===== src/include/ssi_pkg.sv =====
`default_nettype none
package ssi_pkg;
  // Register byte offsets on the AHB-Lite slave.
  localparam int                ADDR_W      = 8;
  localparam logic [ADDR_W-1:0] ADDR_MODE   = 8'h00;
  localparam logic [ADDR_W-1:0] ADDR_BUS    = 8'h04;
  localparam logic [ADDR_W-1:0] ADDR_BAUD   = 8'h08;
  localparam logic [ADDR_W-1:0] ADDR_TXBUF  = 8'h0c;
  localparam logic [ADDR_W-1:0] ADDR_RXBUF  = 8'h10;
  localparam logic [ADDR_W-1:0] ADDR_STATUS = 8'h14;

  // Mode register layout.
  localparam int MODE_W        = 15;
  localparam int MODE_FIELD_W  = 3;
  localparam int F_MODE_LO     = 0;
  localparam int F_TWO_WIRE    = 3;
  localparam int F_IRQ_STYLE   = 4;
  localparam int F_CLK_SRC     = 5;
  localparam int F_POLARITY    = 6;
  localparam int F_PHASE       = 7;
  localparam int F_TX_IRQ_SRC  = 8;
  localparam int F_DLY_LO      = 9;
  localparam int DLY_W         = 3;
  localparam int F_TX_ALLOW    = 12;
  localparam int F_RX_ALLOW    = 13;
  localparam int F_SDA_INIT    = 14;

  // Bus control register layout.
  localparam int BUS_W         = 10;
  localparam int F_SYNC        = 0;
  localparam int F_HOLD9       = 1;
  localparam int F_FORCE_LOW   = 2;
  localparam int F_HOLD10      = 3;
  localparam int F_REL_STOP    = 4;
  localparam int F_SDA_DIS     = 5;
  localparam int F_COND_SEL    = 6;
  localparam int F_ACK_EN      = 7;
  localparam int F_ACK_VAL     = 8;
  localparam int F_RESYNC      = 9;

  // Data and status layout.
  localparam int BUF_W         = 9;
  localparam int RX_OVR_BIT    = 11;
  localparam int STAT_W        = 5;

  // Reset values.
  localparam logic [MODE_W-1:0] MODE_RESET = 15'h0000;
  localparam logic [BUS_W-1:0]  BUS_RESET  = 10'h000;

  // Serial mode field codes.
  localparam logic [MODE_FIELD_W-1:0] MODE_OFF      = 3'h0;
  localparam logic [MODE_FIELD_W-1:0] MODE_SYNC     = 3'h1;
  localparam logic [MODE_FIELD_W-1:0] MODE_TWO_WIRE = 3'h2;

  // Bit counts.
  localparam logic [3:0] BITS_I2C    = 4'h9;
  localparam logic [3:0] BITS_SYNC   = 4'h8;
  localparam logic [3:0] BIT_ACK_POS = 4'h8;
  localparam logic [3:0] BIT_EIGHTH  = 4'h7;
  localparam logic [3:0] BIT_SEVENTH = 4'h6;

  typedef enum logic [1:0] {
    ST_IDLE  = 2'b01,
    ST_SHIFT = 2'b10
  } ssi_state_t;
endpackage
`default_nettype wire


===== src/rtl/ssi_baud_gen.sv =====
`timescale 1ns/1ps
`default_nettype none
// Divider that ticks once every div+1 count-source cycles while running.
module ssi_baud_gen #(
  parameter int DIV_W = 8
) (
  input  wire logic             clk,
  input  wire logic             rst,
  input  wire logic             run,
  input  wire logic             reload,
  input  wire logic             pause,
  input  wire logic [DIV_W-1:0] div,
  output logic                  tick
);
  logic [DIV_W-1:0] count;

  assign tick = run & !pause & !reload & (count == '0);

  always_ff @(posedge clk) begin
    if (rst) begin
      count <= '0;
    end else if (!run | reload | tick) begin
      count <= div;
    end else if (!pause) begin
      count <= count - {{(DIV_W-1){1'b0}}, 1'b1};
    end
  end
endmodule
`default_nettype wire


===== src/rtl/ssi_serial_core.sv =====
`timescale 1ns/1ps
`default_nettype none
module ssi_serial_core #(
  parameter int DIV_W = 8
) (
  input  wire logic                      CLK_SYS,
  input  wire logic                      RST,
  input  wire logic                      HSEL,
  input  wire logic [31:0]               HADDR,
  input  wire logic [1:0]                HTRANS,
  input  wire logic                      HWRITE,
  input  wire logic [2:0]                HSIZE,
  input  wire logic [31:0]               HWDATA,
  input  wire logic                      HREADY,
  output logic                           HREADYOUT,
  output logic                           HRESP,
  output logic [31:0]                    HRDATA,
  input  wire logic                      SCL_IN,
  output logic                           SCL_OUT,
  output logic                           SCL_OE,
  input  wire logic                      SDA_IN,
  output logic                           SDA_OUT,
  output logic                           SDA_OE,
  input  wire logic                      SCK_IN,
  output logic                           SCK_OUT,
  output logic                           SCK_OE,
  output logic                           TXD,
  input  wire logic                      RXD,
  output logic                           TX_IRQ,
  output logic                           RX_IRQ,
  output logic                           ACK_IRQ,
  output logic                           NACK_IRQ,
  output logic                           START_DET,
  output logic                           STOP_DET
);
  import ssi_pkg::*;

  ////////////////////////////////////////////////////////////////////////////
  // Registers and fields.
  logic [MODE_W-1:0] mode_reg;
  logic [BUS_W-1:0]  bus_reg;
  logic [DIV_W-1:0]  baud_divider;
  logic [BUF_W-1:0]  tx_buffer;
  logic [BUF_W-1:0]  rx_buffer;
  logic              tx_buffer_empty_flag;
  logic              rx_complete_flag;
  logic              overrun_flag;
  logic              sda_init;
  logic              hold_low;

  wire logic [MODE_FIELD_W-1:0] serial_mode_field = mode_reg[F_MODE_LO +: MODE_FIELD_W];
  wire logic             two_wire_mode_select  = mode_reg[F_TWO_WIRE];
  wire logic             i2c_irq_style         = mode_reg[F_IRQ_STYLE];
  wire logic             clock_source_select   = mode_reg[F_CLK_SRC];
  wire logic             clock_polarity        = mode_reg[F_POLARITY];
  wire logic             clock_phase_delay     = mode_reg[F_PHASE];
  wire logic             tx_irq_source         = mode_reg[F_TX_IRQ_SRC];
  wire logic [DLY_W-1:0] sda_delay_select      = mode_reg[F_DLY_LO +: DLY_W];
  wire logic             tx_allow              = mode_reg[F_TX_ALLOW];
  wire logic             rx_allow              = mode_reg[F_RX_ALLOW];
  wire logic             clock_sync_enable     = bus_reg[F_SYNC];
  wire logic             ninth_clock_scl_hold  = bus_reg[F_HOLD9];
  wire logic             scl_force_low         = bus_reg[F_FORCE_LOW];
  wire logic             post_ninth_scl_hold   = bus_reg[F_HOLD10];
  wire logic             clock_release_on_stop = bus_reg[F_REL_STOP];
  wire logic             data_output_disable   = bus_reg[F_SDA_DIS];
  wire logic             condition_output_select = bus_reg[F_COND_SEL];
  wire logic             ack_output_enable     = bus_reg[F_ACK_EN];
  wire logic             ack_value             = bus_reg[F_ACK_VAL];
  wire logic             start_resync_enable   = bus_reg[F_RESYNC];

  ////////////////////////////////////////////////////////////////////////////
  // AHB-Lite slave: zero wait states, always OKAY.
  logic              wr_pend;
  logic [ADDR_W-1:0] wr_addr;

  wire logic accept = HSEL & HTRANS[1] & HREADY;
  wire logic rd_rx  = accept & !HWRITE & (HADDR[ADDR_W-1:0] == ADDR_RXBUF);
  wire logic wr_mode = wr_pend & (wr_addr == ADDR_MODE);
  wire logic wr_bus  = wr_pend & (wr_addr == ADDR_BUS);
  wire logic wr_baud = wr_pend & (wr_addr == ADDR_BAUD);
  wire logic wr_tx   = wr_pend & (wr_addr == ADDR_TXBUF);

  assign HREADYOUT = 1'h1;
  assign HRESP     = 1'h0;

  always_ff @(posedge CLK_SYS) begin
    if (RST) begin
      wr_pend <= 1'h0;
      wr_addr <= '0;
    end else begin
      wr_pend <= accept & HWRITE;
      if (accept) begin
        wr_addr <= HADDR[ADDR_W-1:0];
      end
    end
  end

  ////////////////////////////////////////////////////////////////////////////
  // Mode decode, pins and edges.
  ssi_state_t       st;
  logic [3:0]       cnt;
  logic [BUF_W-1:0] tx_shift;
  logic [7:0]       rx_shift;
  logic             tx_out;
  logic             int_scl;
  logic             clk_q;
  logic             scl_q;
  logic             sda_q;
  logic             tick;
  logic [7:0]       dly_line;

  wire logic i2c      = two_wire_mode_select & (serial_mode_field == MODE_TWO_WIRE);
  wire logic sync     = serial_mode_field == MODE_SYNC;
  wire logic internal = !clock_source_select;
  wire logic busy     = st == ST_SHIFT;
  wire logic rx_pin   = i2c ? SDA_IN : RXD;

  wire logic start_det = scl_q & SCL_IN & sda_q & !SDA_IN;
  wire logic stop_det  = scl_q & SCL_IN & !sda_q & SDA_IN;
  wire logic scl_fell  = scl_q & !SCL_IN;
  wire logic resync    = i2c & start_det & start_resync_enable;

  // Slave byte mode relies on the remote clock resting at its idle level.
  wire logic slave_clk = SCK_IN ^ clock_polarity;
  wire logic line_clk  = i2c ? (int_scl & SCL_IN) :
                         sync ? (internal ? int_scl : slave_clk) : 1'h1;
  wire logic rise      = line_clk & !clk_q;
  wire logic fall      = !line_clk & clk_q;
  wire logic swap      = sync & clock_phase_delay;
  wire logic sample_e  = busy & (swap ? fall : rise);
  wire logic launch_e  = busy & (swap ? rise : fall);

  wire logic [3:0] end_cnt = BITS_I2C + {3'h0, clock_phase_delay & post_ninth_scl_hold};
  wire logic i2c_done  = i2c & busy & fall & (cnt == end_cnt);
  wire logic sync_done = sync & sample_e & (cnt == BITS_SYNC - 4'h1);
  wire logic load      = !busy & (i2c | sync) & tx_allow & !tx_buffer_empty_flag & !wr_tx;

  wire logic store_ack  = i2c & !i2c_irq_style & sample_e & (cnt == BIT_ACK_POS);
  wire logic store_xfer = i2c & i2c_irq_style & sample_e & (cnt == BIT_EIGHTH);
  wire logic store_sync = sync_done & rx_allow;
  wire logic rx_store   = store_ack | store_xfer | store_sync;
  wire logic rx_track   = i2c | rx_allow;
  wire logic overrun_e  = rx_track & sample_e & (cnt == BIT_SEVENTH) & rx_complete_flag;

  always_ff @(posedge CLK_SYS) begin
    if (RST) begin
      clk_q <= 1'h1;
      scl_q <= 1'h1;
      sda_q <= 1'h1;
    end else begin
      clk_q <= line_clk;
      scl_q <= SCL_IN;
      sda_q <= SDA_IN;
    end
  end

  ////////////////////////////////////////////////////////////////////////////
  // Register writes.
  always_ff @(posedge CLK_SYS) begin
    if (RST) begin
      mode_reg     <= MODE_RESET;
      baud_divider <= '0;
      sda_init     <= 1'h1;
    end else begin
      if (wr_mode) begin
        mode_reg <= HWDATA[MODE_W-1:0];
        if (HWDATA[F_TWO_WIRE] &&
            HWDATA[F_MODE_LO +: MODE_FIELD_W] == MODE_OFF) begin
          sda_init <= HWDATA[F_SDA_INIT];
        end
      end
      if (wr_baud) begin
        baud_divider <= HWDATA[DIV_W-1:0];
      end
    end
  end

  // Hardware setting of the ninth hold overrides a same-cycle software write.
  always_ff @(posedge CLK_SYS) begin
    if (RST) begin
      bus_reg <= BUS_RESET;
    end else begin
      if (wr_bus) begin
        bus_reg <= HWDATA[BUS_W-1:0];
      end
      if (resync) begin
        bus_reg[F_HOLD9] <= 1'h1;
      end
    end
  end

  always_ff @(posedge CLK_SYS) begin
    if (RST) begin
      tx_buffer            <= '0;
      tx_buffer_empty_flag <= 1'h1;
    end else begin
      if (wr_tx) begin
        tx_buffer            <= HWDATA[BUF_W-1:0];
        tx_buffer_empty_flag <= 1'h0;
      end
      if (load) begin
        tx_buffer_empty_flag <= 1'h1;
      end
    end
  end

  always_ff @(posedge CLK_SYS) begin
    if (RST) begin
      HRDATA <= '0;
    end else if (accept & !HWRITE) begin
      unique case (HADDR[ADDR_W-1:0])
        ADDR_MODE:   HRDATA <= {17'h0, mode_reg};
        ADDR_BUS:    HRDATA <= {22'h0, bus_reg};
        ADDR_BAUD:   HRDATA <= {{(32-DIV_W){1'b0}}, baud_divider};
        ADDR_RXBUF:  HRDATA <= {20'h0, overrun_flag, 2'h0, rx_buffer};
        ADDR_STATUS: HRDATA <= {27'h0, hold_low, busy, overrun_flag,
                                rx_complete_flag, tx_buffer_empty_flag};
        default:     HRDATA <= '0;
      endcase
    end
  end

  ////////////////////////////////////////////////////////////////////////////
  // Internal clock generation.
  wire logic sync_pull = i2c & clock_sync_enable & scl_fell & int_scl;
  wire logic run_gen   = busy & internal;

  ssi_baud_gen #(
    .DIV_W (DIV_W)
  ) u_baud (
    .clk    (CLK_SYS),
    .rst    (RST),
    .run    (run_gen),
    .reload (sync_pull),
    .pause  (i2c & clock_sync_enable & int_scl & !SCL_IN),
    .div    (baud_divider),
    .tick   (tick)
  );

  // The clock rests high, so the first edge after a load comes one half period later.
  always_ff @(posedge CLK_SYS) begin
    if (RST) begin
      int_scl <= 1'h1;
    end else if (!run_gen) begin
      int_scl <= 1'h1;
    end else if (sync_pull) begin
      int_scl <= 1'h0;
    end else if (tick) begin
      int_scl <= !int_scl;
    end
  end

  ////////////////////////////////////////////////////////////////////////////
  // Shifter: D7 first; D8 last in two-wire mode unless the ack value replaces it, D0 last in sync mode.
  always_ff @(posedge CLK_SYS) begin
    if (RST) begin
      st       <= ST_IDLE;
      cnt      <= '0;
      tx_shift <= '0;
      rx_shift <= '0;
      tx_out   <= 1'h1;
    end else if (resync) begin
      st       <= ST_SHIFT;
      cnt      <= '0;
      tx_shift <= {tx_buffer[7:0], tx_buffer[8]};
      rx_shift <= '0;
    end else if (!(i2c | sync)) begin
      st <= ST_IDLE;
      if (serial_mode_field == MODE_OFF) begin
        tx_out <= sda_init;
      end
    end else begin
      unique case (st)
        ST_IDLE: begin
          if (load) begin
            st       <= ST_SHIFT;
            cnt      <= '0;
            rx_shift <= '0;
            tx_shift <= {tx_buffer[7:0], tx_buffer[8]};
            if (swap) begin
              tx_out   <= tx_buffer[7];
              tx_shift <= {tx_buffer[6:0], tx_buffer[8], 1'h0};
            end
          end
        end
        ST_SHIFT: begin
          if (sample_e) begin
            cnt      <= cnt + 4'h1;
            rx_shift <= {rx_shift[6:0], rx_pin};
          end
          if (launch_e) begin
            tx_shift <= {tx_shift[BUF_W-2:0], 1'h0};
            // The closing clock fall releases the data line, so no tenth bit goes out.
            if (i2c && cnt == BIT_ACK_POS && !condition_output_select && ack_output_enable) begin
              tx_out <= ack_value;
            end else if (i2c && cnt >= BITS_I2C) begin
              tx_out <= 1'h1;
            end else begin
              tx_out <= tx_shift[BUF_W-1];
            end
          end
          if (i2c_done | sync_done) begin
            st <= ST_IDLE;
          end
        end
      endcase
    end
  end

  ////////////////////////////////////////////////////////////////////////////
  // Receive buffer and flags; a hardware set wins over a read clear.
  always_ff @(posedge CLK_SYS) begin
    if (RST) begin
      rx_buffer        <= '0;
      rx_complete_flag <= 1'h0;
      overrun_flag     <= 1'h0;
    end else begin
      if (rd_rx) begin
        rx_complete_flag <= 1'h0;
        overrun_flag     <= 1'h0;
      end
      if (store_ack) begin
        rx_buffer <= {SDA_IN, rx_shift};
      end else if (store_xfer) begin
        rx_buffer <= {SDA_IN, 1'h0, rx_shift[6:0]};
      end else if (store_sync) begin
        rx_buffer <= {1'h0, rx_shift[6:0], RXD};
      end
      if (rx_store) begin
        rx_complete_flag <= 1'h1;
      end
      if (overrun_e) begin
        overrun_flag <= 1'h1;
      end
    end
  end

  ////////////////////////////////////////////////////////////////////////////
  // Events.
  wire logic tx_done = tx_irq_source & (sync_done | (i2c & sample_e & (cnt == BIT_ACK_POS)));

  always_ff @(posedge CLK_SYS) begin
    if (RST) begin
      TX_IRQ    <= 1'h0;
      RX_IRQ    <= 1'h0;
      ACK_IRQ   <= 1'h0;
      NACK_IRQ  <= 1'h0;
      START_DET <= 1'h0;
      STOP_DET  <= 1'h0;
    end else begin
      TX_IRQ    <= (load & !tx_irq_source) | tx_done;
      RX_IRQ    <= rx_store & !overrun_flag;
      ACK_IRQ   <= store_ack & !SDA_IN;
      NACK_IRQ  <= store_ack & SDA_IN;
      START_DET <= i2c & start_det;
      STOP_DET  <= i2c & stop_det;
    end
  end

  ////////////////////////////////////////////////////////////////////////////
  // Bus clock hold and pin drive.
  always_ff @(posedge CLK_SYS) begin
    if (RST) begin
      hold_low <= 1'h0;
    end else if (i2c & stop_det & clock_release_on_stop) begin
      hold_low <= 1'h0;
    end else if (!ninth_clock_scl_hold & !post_ninth_scl_hold) begin
      hold_low <= 1'h0;
    end else if (i2c & busy & fall) begin
      if (cnt == BITS_I2C && ninth_clock_scl_hold) begin
        hold_low <= 1'h1;
      end
      if (cnt == BITS_I2C + 4'h1 && clock_phase_delay && post_ninth_scl_hold) begin
        hold_low <= 1'h1;
      end
    end
  end

  // Data output delay measured in count-source cycles.
  always_ff @(posedge CLK_SYS) begin
    if (RST) begin
      dly_line <= 8'hff;
    end else begin
      dly_line <= {dly_line[6:0], tx_out};
    end
  end

  wire logic sda_dly = (sda_delay_select == '0) ? tx_out : dly_line[sda_delay_select];

  assign SCL_OUT = 1'h0;
  assign SDA_OUT = 1'h0;
  assign SCL_OE  = i2c & (scl_force_low | hold_low | (internal & !int_scl));
  assign SDA_OE  = i2c & !data_output_disable & !sda_dly;
  assign SCK_OE  = sync & internal;

  always_ff @(posedge CLK_SYS) begin
    if (RST) begin
      SCK_OUT <= 1'h1;
      TXD     <= 1'h1;
    end else begin
      SCK_OUT <= int_scl ^ clock_polarity;
      TXD     <= sync ? tx_out : 1'h1;
    end
  end
endmodule
`default_nettype wire


===== config.mk =====
export PLATFORM = sky130hd
export DESIGN_NAME = ssi_serial_core
export DESIGN_NICKNAME = d
export VERILOG_FILES = /design/src/include/ssi_pkg.sv /design/src/rtl/ssi_baud_gen.sv /design/src/rtl/ssi_serial_core.sv
export SDC_FILE = /design/constraint.sdc
export NUM_CORES = 1
export LEC_CHECK = 0
export ABC_AREA = 1
export BUFFER_PORTS_ARGS = -buffer_cell sky130_fd_sc_hd__buf_2
export CAP_MARGIN = 40
export CORE_MARGIN = 4
export CORE_UTILIZATION = 25
export CTS_CLUSTER_SIZE = 14
export DETAILED_ROUTE_END_ITERATION = 10
export GPL_ROUTABILITY_DRIVEN = 0
export MAX_ROUTING_LAYER = met4
export PLACE_DENSITY_LB_ADDON = 0.08
export SYNTH_ARGS = -nofsm -noshare
export SYNTH_HDL_FRONTEND = slang
export SYNTH_SLANG_ARGS = --single-unit

===== constraint.sdc =====
create_clock -name CLK_SYS -period 2.1 [get_ports CLK_SYS]
set_clock_uncertainty 0.1 [all_clocks]
set_input_delay 0.525 -clock CLK_SYS [delete_from_list [all_inputs] [get_ports CLK_SYS]]
set_output_delay 0.525 -clock CLK_SYS [all_outputs]
set_load 0.03 [all_outputs]

==> Word-level counts from Yosys, hierarchy flattened <==
Cells that the tools add are included.
{ "classes": {"add_sub_neg": 3, "n_bitwise": 84, "order_cmp": 2, "n_reduce_logical": 55, "mux": 49, "eq_ne": 27} }
{ "op_table": {"columns": ["operator", "count"], "rows": [
  ["15-bit one-hot mux with 5 select lines", 1],
  ["9-bit two-way mux", 8],
  ["1-bit AND", 68],
  ["8-bit two-way mux", 4],
  ["8-bit by 4-bit == test with 1-bit output, second input constant", 3],
  ["8-bit logical NOT", 3],
  ["1-bit two-way mux", 23],
  ["1-bit logical NOT", 22],
  ["9-bit one-hot mux with 2 select lines", 1],
  ["8-bit by 3-bit == test with 1-bit output, second input constant", 2],
  ["8-bit by 5-bit == test with 1-bit output, second input constant", 2],
  ["8-bit one-hot mux with 2 select lines", 1],
  ["2-bit nonzero test", 7],
  ["4-bit == test, second input constant", 3],
  ["3-bit != test, second input constant", 4],
  ["1-bit OR", 11],
  ["2-bit two-way mux", 5],
  ["3-bit logical NOT", 3],
  ["4-bit by 3-bit == test with 1-bit output, second input constant", 2],
  ["1-bit logical AND", 8],
  ["4-bit two-way mux", 2],
  ["4-bit one-hot mux with 2 select lines", 1],
  ["2-bit OR reduction", 4],
  ["8-bit by 1-bit subtractor with 8-bit output, second input constant", 1],
  ["24 further kinds", 31]
]} }
{ "word_totals": {"elab_cells": 253, "ff_bits": 149, "output_inout_bits": 47, "inputBits": 78} }

==> Logic depth before layout (Yosys ltp) <==
{ "depth": {"word_depth": 15, "mapped_depth": 16, "mapped_depth_nobuf": 16} }

==> Cells and area by module <==
From an unflattened synthesis, not the netlist that was laid out.
{ "unflattened": {"cells_unflattened": 890, "hier_area_um2": 6404.9} }
{ "by_module_without_submodules": {"columns": ["module", "n_inst", "cells_each", "area_each_um2", "seq_area_each_um2"], "rows": [
  ["ssi_serial_core", 1, 792, 5810.6, 2482.4],
  ["ssi_baud_gen", 1, 98, 594.3, 160.2]
]} }

==> Worst setup path before layout <==
Ideal clock, no wire load.
{ "synth_path": {"kind": "reg2out", "start": "register mode_reg[0]", "end": "output port SDA_OE", "path_stages_with_launch": 6, "n_path_buf": 0, "required_time_ns": 1.475, "setup_slack_ns": 0.044, "t_arrival_ns": 1.431, "path_cell_list": "dfxtp_1 nor2_2 nand2_4 inv_1 o311ai_0 a31oi_1"} }
{ "synth_via": {"elab_chain_len": 4} }
{ "synth_lines": {"columns": ["item", "line_no", "rtl"], "rows": [
  ["from (decl)", "ssi_serial_core.sv:40", "logic [MODE_W-1:0] mode_reg;"],
  ["from (signal assigned)", "ssi_serial_core.sv:167", "mode_reg <= HWDATA[MODE_W-1:0];"],
  ["3-bit by 2-bit == test with 1-bit output", "ssi_serial_core.sv:113", "wire logic i2c = two_wire_mode_select & (serial_mode_field == MODE_TWO_WIRE);"],
  ["1-bit AND", "ssi_serial_core.sv:113", null],
  ["1-bit AND (2 in a row)", "ssi_serial_core.sv:394", "assign SDA_OE = i2c & !data_output_disable & !sda_dly;"],
  ["to (decl)", "ssi_serial_core.sv:23", "output logic SDA_OE,"]
]} }
No other way between the ends.

==> Worst setup path in the final report <==
{ "layout_path": {"start": "register mode_reg[1]", "end": "output port SCK_OE"} }
{ "layout_via": {"elab_chain_len": 2} }
{ "layout_lines": {"columns": ["item", "line_no", "rtl"], "rows": [
  ["3-bit by 1-bit == test with 1-bit output", "ssi_serial_core.sv:114", "wire logic sync = serial_mode_field == MODE_SYNC;"],
  ["1-bit AND", "ssi_serial_core.sv:395", "assign SCK_OE = sync & internal;"],
  ["to (decl)", "ssi_serial_core.sv:26", "output logic SCK_OE,"]
]} }
No other way between the ends.

==> results.cfg <==
[clocking]
insertion_delay_ps = 420
htree_levels = 4
cts.reportedPaths.clkPinSlew_ps = 60
clock-sinks = 132
postCtsHoldBufs = 0
clockBufferDepth = 2
root_buffer = clkbuf_16
cts_tree = yes
cts-buffers-inserted = 17

[place]
hpwl_um = 16000
portBuffers = 58

[global_routing]
grt_pass1_wl_um = 32600
grt_pass1_vias = 5585
grt_use_total = 0.164
grt-ovfl-total = 0
grt_start_max_net_pins = 48
grt_antenna_before_repair = 0

[logic_synthesis]
async_flop_share = 0
ys_seq_elements = 132
yosysSeqAreaShare = 0.429
yosysUniqueCellTypes = 47
synth_edf_count = 0
syn_area_per_cell_um2 = 7.24
synth_flop_cell = dfxtp_1
synth-warning-count = 0
synth_area_mm2 = 0.00616
netlist_instances = 851

[drt]
num_vias = 5896
drt.antenna.violating_nets = 0
drc = 0
avgRoutedWirePerCell_um = 16.2
first_pass_iters = 4
vias_per_cell = 4.42
drt-total-wl_um = 21600
drt_iter0_markers = 287

[worst_setup_path]
path_class = register to output pin
cp_max_fo = 3
critPathCaptureType = output pin
startpoint_type = register
r2r_slack_ps = 0
critPathArrivalTime_ps = 1540
required_ps = 1470

[sta]
final-max-slew-violation-count = 0
period_needed_ps = 2170
hold-worst-slack_ps = 228
setup_ws_ps = -67.9
timing.fmax_mhz = 461
hold_viol = 0
rsz0062_at_grt = true
setup_viol = 4
period_share = 1.03

[cells_and_area]
final_util = 0.348
fill_cells = 2651
drive_gt1_frac = 0.287
area_growth_syn_to_layout_pct = 37.4
n_antenna_cell = 0
num-nets-final = 1081

[floorplanning]
die_w_um = 165
dieHeight_um = 165
die_area_mm2 = 0.0272
num_rows = 57
io_pins = 125
core-area_mm2 = 0.0243
start_util = 0.253

[flow_run]
cap_violations = 0

[status]
outcome = finished, violations left
failed_checks = negative setup slack

[pwr]
peakVddDrop_uv = 463
p_leak_uw = 0.00370
power.density_mw_per_mm2 = 709

[min_path]
hp-class = primary input to register
## per-layer routing
layer / global-route usage / part of all wire / routed length [um]
met3: 0.0255 / 0.031 / 675
met4: 0.0446 / 0.013 / 271
met5: - / 0 / 0
met2: 0.257 / 0.47 / 10200
met1: 0.221 / 0.48 / 10400
## cell usage in the layout, fill, tap and decap left out, types with 6 or more instances in the layout
| cell | n |
|---|---|
| a21oi_1 | 81 |
| a22oi_2 | 8 |
| buf_2 | 55 |
| buf_4 | 88 |
| buf_6 | 8 |
| clkbuf_16 | 18 |
| conb_1 | 21 |
| dfxtp_1 | 125 |
| ha_1 | 6 |
| inv_1 | 109 |
| inv_2 | 9 |
| nand2_1 | 114 |
| nand2_2 | 8 |
| nand2_4 | 9 |
| nand3_1 | 35 |
| nand4_1 | 14 |
| nor2_1 | 80 |
| nor2_2 | 7 |
| nor2_4 | 10 |
| nor3_1 | 8 |
| o211ai_1 | 7 |
| o21ai_0 | 76 |
| o21ai_1 | 6 |
| o21ai_2 | 9 |
| o22ai_1 | 17 |
| xor2_1 | 6 |
## worst max-delay path, stage by stage, from the launching register on
cell and delay [ps]:
dfxtp_4 360, nor2_4 110, nand2_2 100, buf_4 160
buf_4 140, nor2_4 100, buf_6 140
## kinds of logic (layout without fill, tap and decap cells)
family | Yosys count | after routing | synth area share
fa+ha+maj | 6 | 6 | 0.0122
simple gates | 311 | 312 | 0.231
flops | 132 | 132 | 0.429
other cells | 2 | 21 | 0.00122
xor+xnor | 6 | 6 | 0.00853
compound gates | 224 | 224 | 0.200
buf+inv | 170 | 309 | 0.119
## through the flow
| step | cell area (um2) | power, uW | worst slack, ps | TNS (ps) | instances |
|---|---|---|---|---|---|
| 3_5_place_dp | 7310 | 2920 | -214 | -7120 | 1286 |
| 3_3_place_gp | 7310 | 2920 | -215 | -7130 | 1286 |
| 4_1_cts | 8070 | 6080 | -98.4 | -250 | 1324 |
| 2_1_floorplan | 6230 | 2800 | 43.8 | 0 | 870 |
| 5_1_grt | 8470 | 6210 | -175 | -3130 | 1334 |
| 6_report | 8470 | 6010 | -67.9 | -170 | 1334 |
## Yosys cell counts (2+ instances only)
master      n  area, um2
dfxtp_1   132       2640
nand2_1   121        454
inv_1     117        439
nor2_1     89        334
a21oi_1    85        425
o21ai_0    83        415
nand3_1    39        195
clkbuf_1   23       86.3
buf_4      22        165
o22ai_1    17        106
nand4_1    14       87.6
nor3_1     12       60.1
nand2_2     9       56.3
a22oi_1     8       60.1
o21ai_1     8       40.0
o211ai_1    7       52.6
ha_1        6       75.1
nor2_2      6       37.5
xor2_1      6       52.6
a31oi_1     5       31.3
or2_2       5       31.3
nand3_2     4       40.0
a221oi_1    3       26.3
inv_2       3       11.3
buf_1       2       7.51
conb_1      2       7.51
nor2_4      2       22.5
nor3b_1     2       15.0
## final timing paths
check                                   to  cells after the start                     start
setup / recovery                    SCK_OE                      6  mode_reg[1]$_SDFFE_PP0P_
hold / removal            sda_q$_SDFF_PP1_                      3                    SDA_IN
setup reg to reg  tx_shift[3]$_SDFFE_PP0P_                     16  mode_reg[2]$_SDFFE_PP0P_
hold reg to reg     dly_line[1]$_SDFF_PP1_                      1    dly_line[0]$_SDFF_PP1_
## report_power, final
| part | leakage, uW | internal (uW) | switching (uW) |
|---|---|---|---|
| Sequential | 0.00107 | 2530 | 15.7 |
| Clock | 0.000293 | 1910 | 1230 |
| Combinational | 0.00233 | 101 | 228 |
| Total | 0.00370 | 4540 | 1470 |
## area by class of cell
type | count | area, um2 | area share
Clock buffer | 18 | 439 | 0.0519
Clock inverter | 14 | 175 | 0.0207
Inverter | 121 | 464 | 0.0548
Multi-Input combinational cell | 569 | 3190 | 0.377
Sequential cell | 132 | 2660 | 0.314
Tap cell | 324 | 405 | 0.0479
Timing Repair Buffer | 156 | 1130 | 0.134
## what timing repair did
item                                    in CTS  in global routing
pin swaps                                    5                 27
resized for setup                           29                 81
buffers inserted                             6                  8
gates cloned                                 0                  2
endpoints found under the setup margin      17                 47
Power figures use the tool's default switching activity.
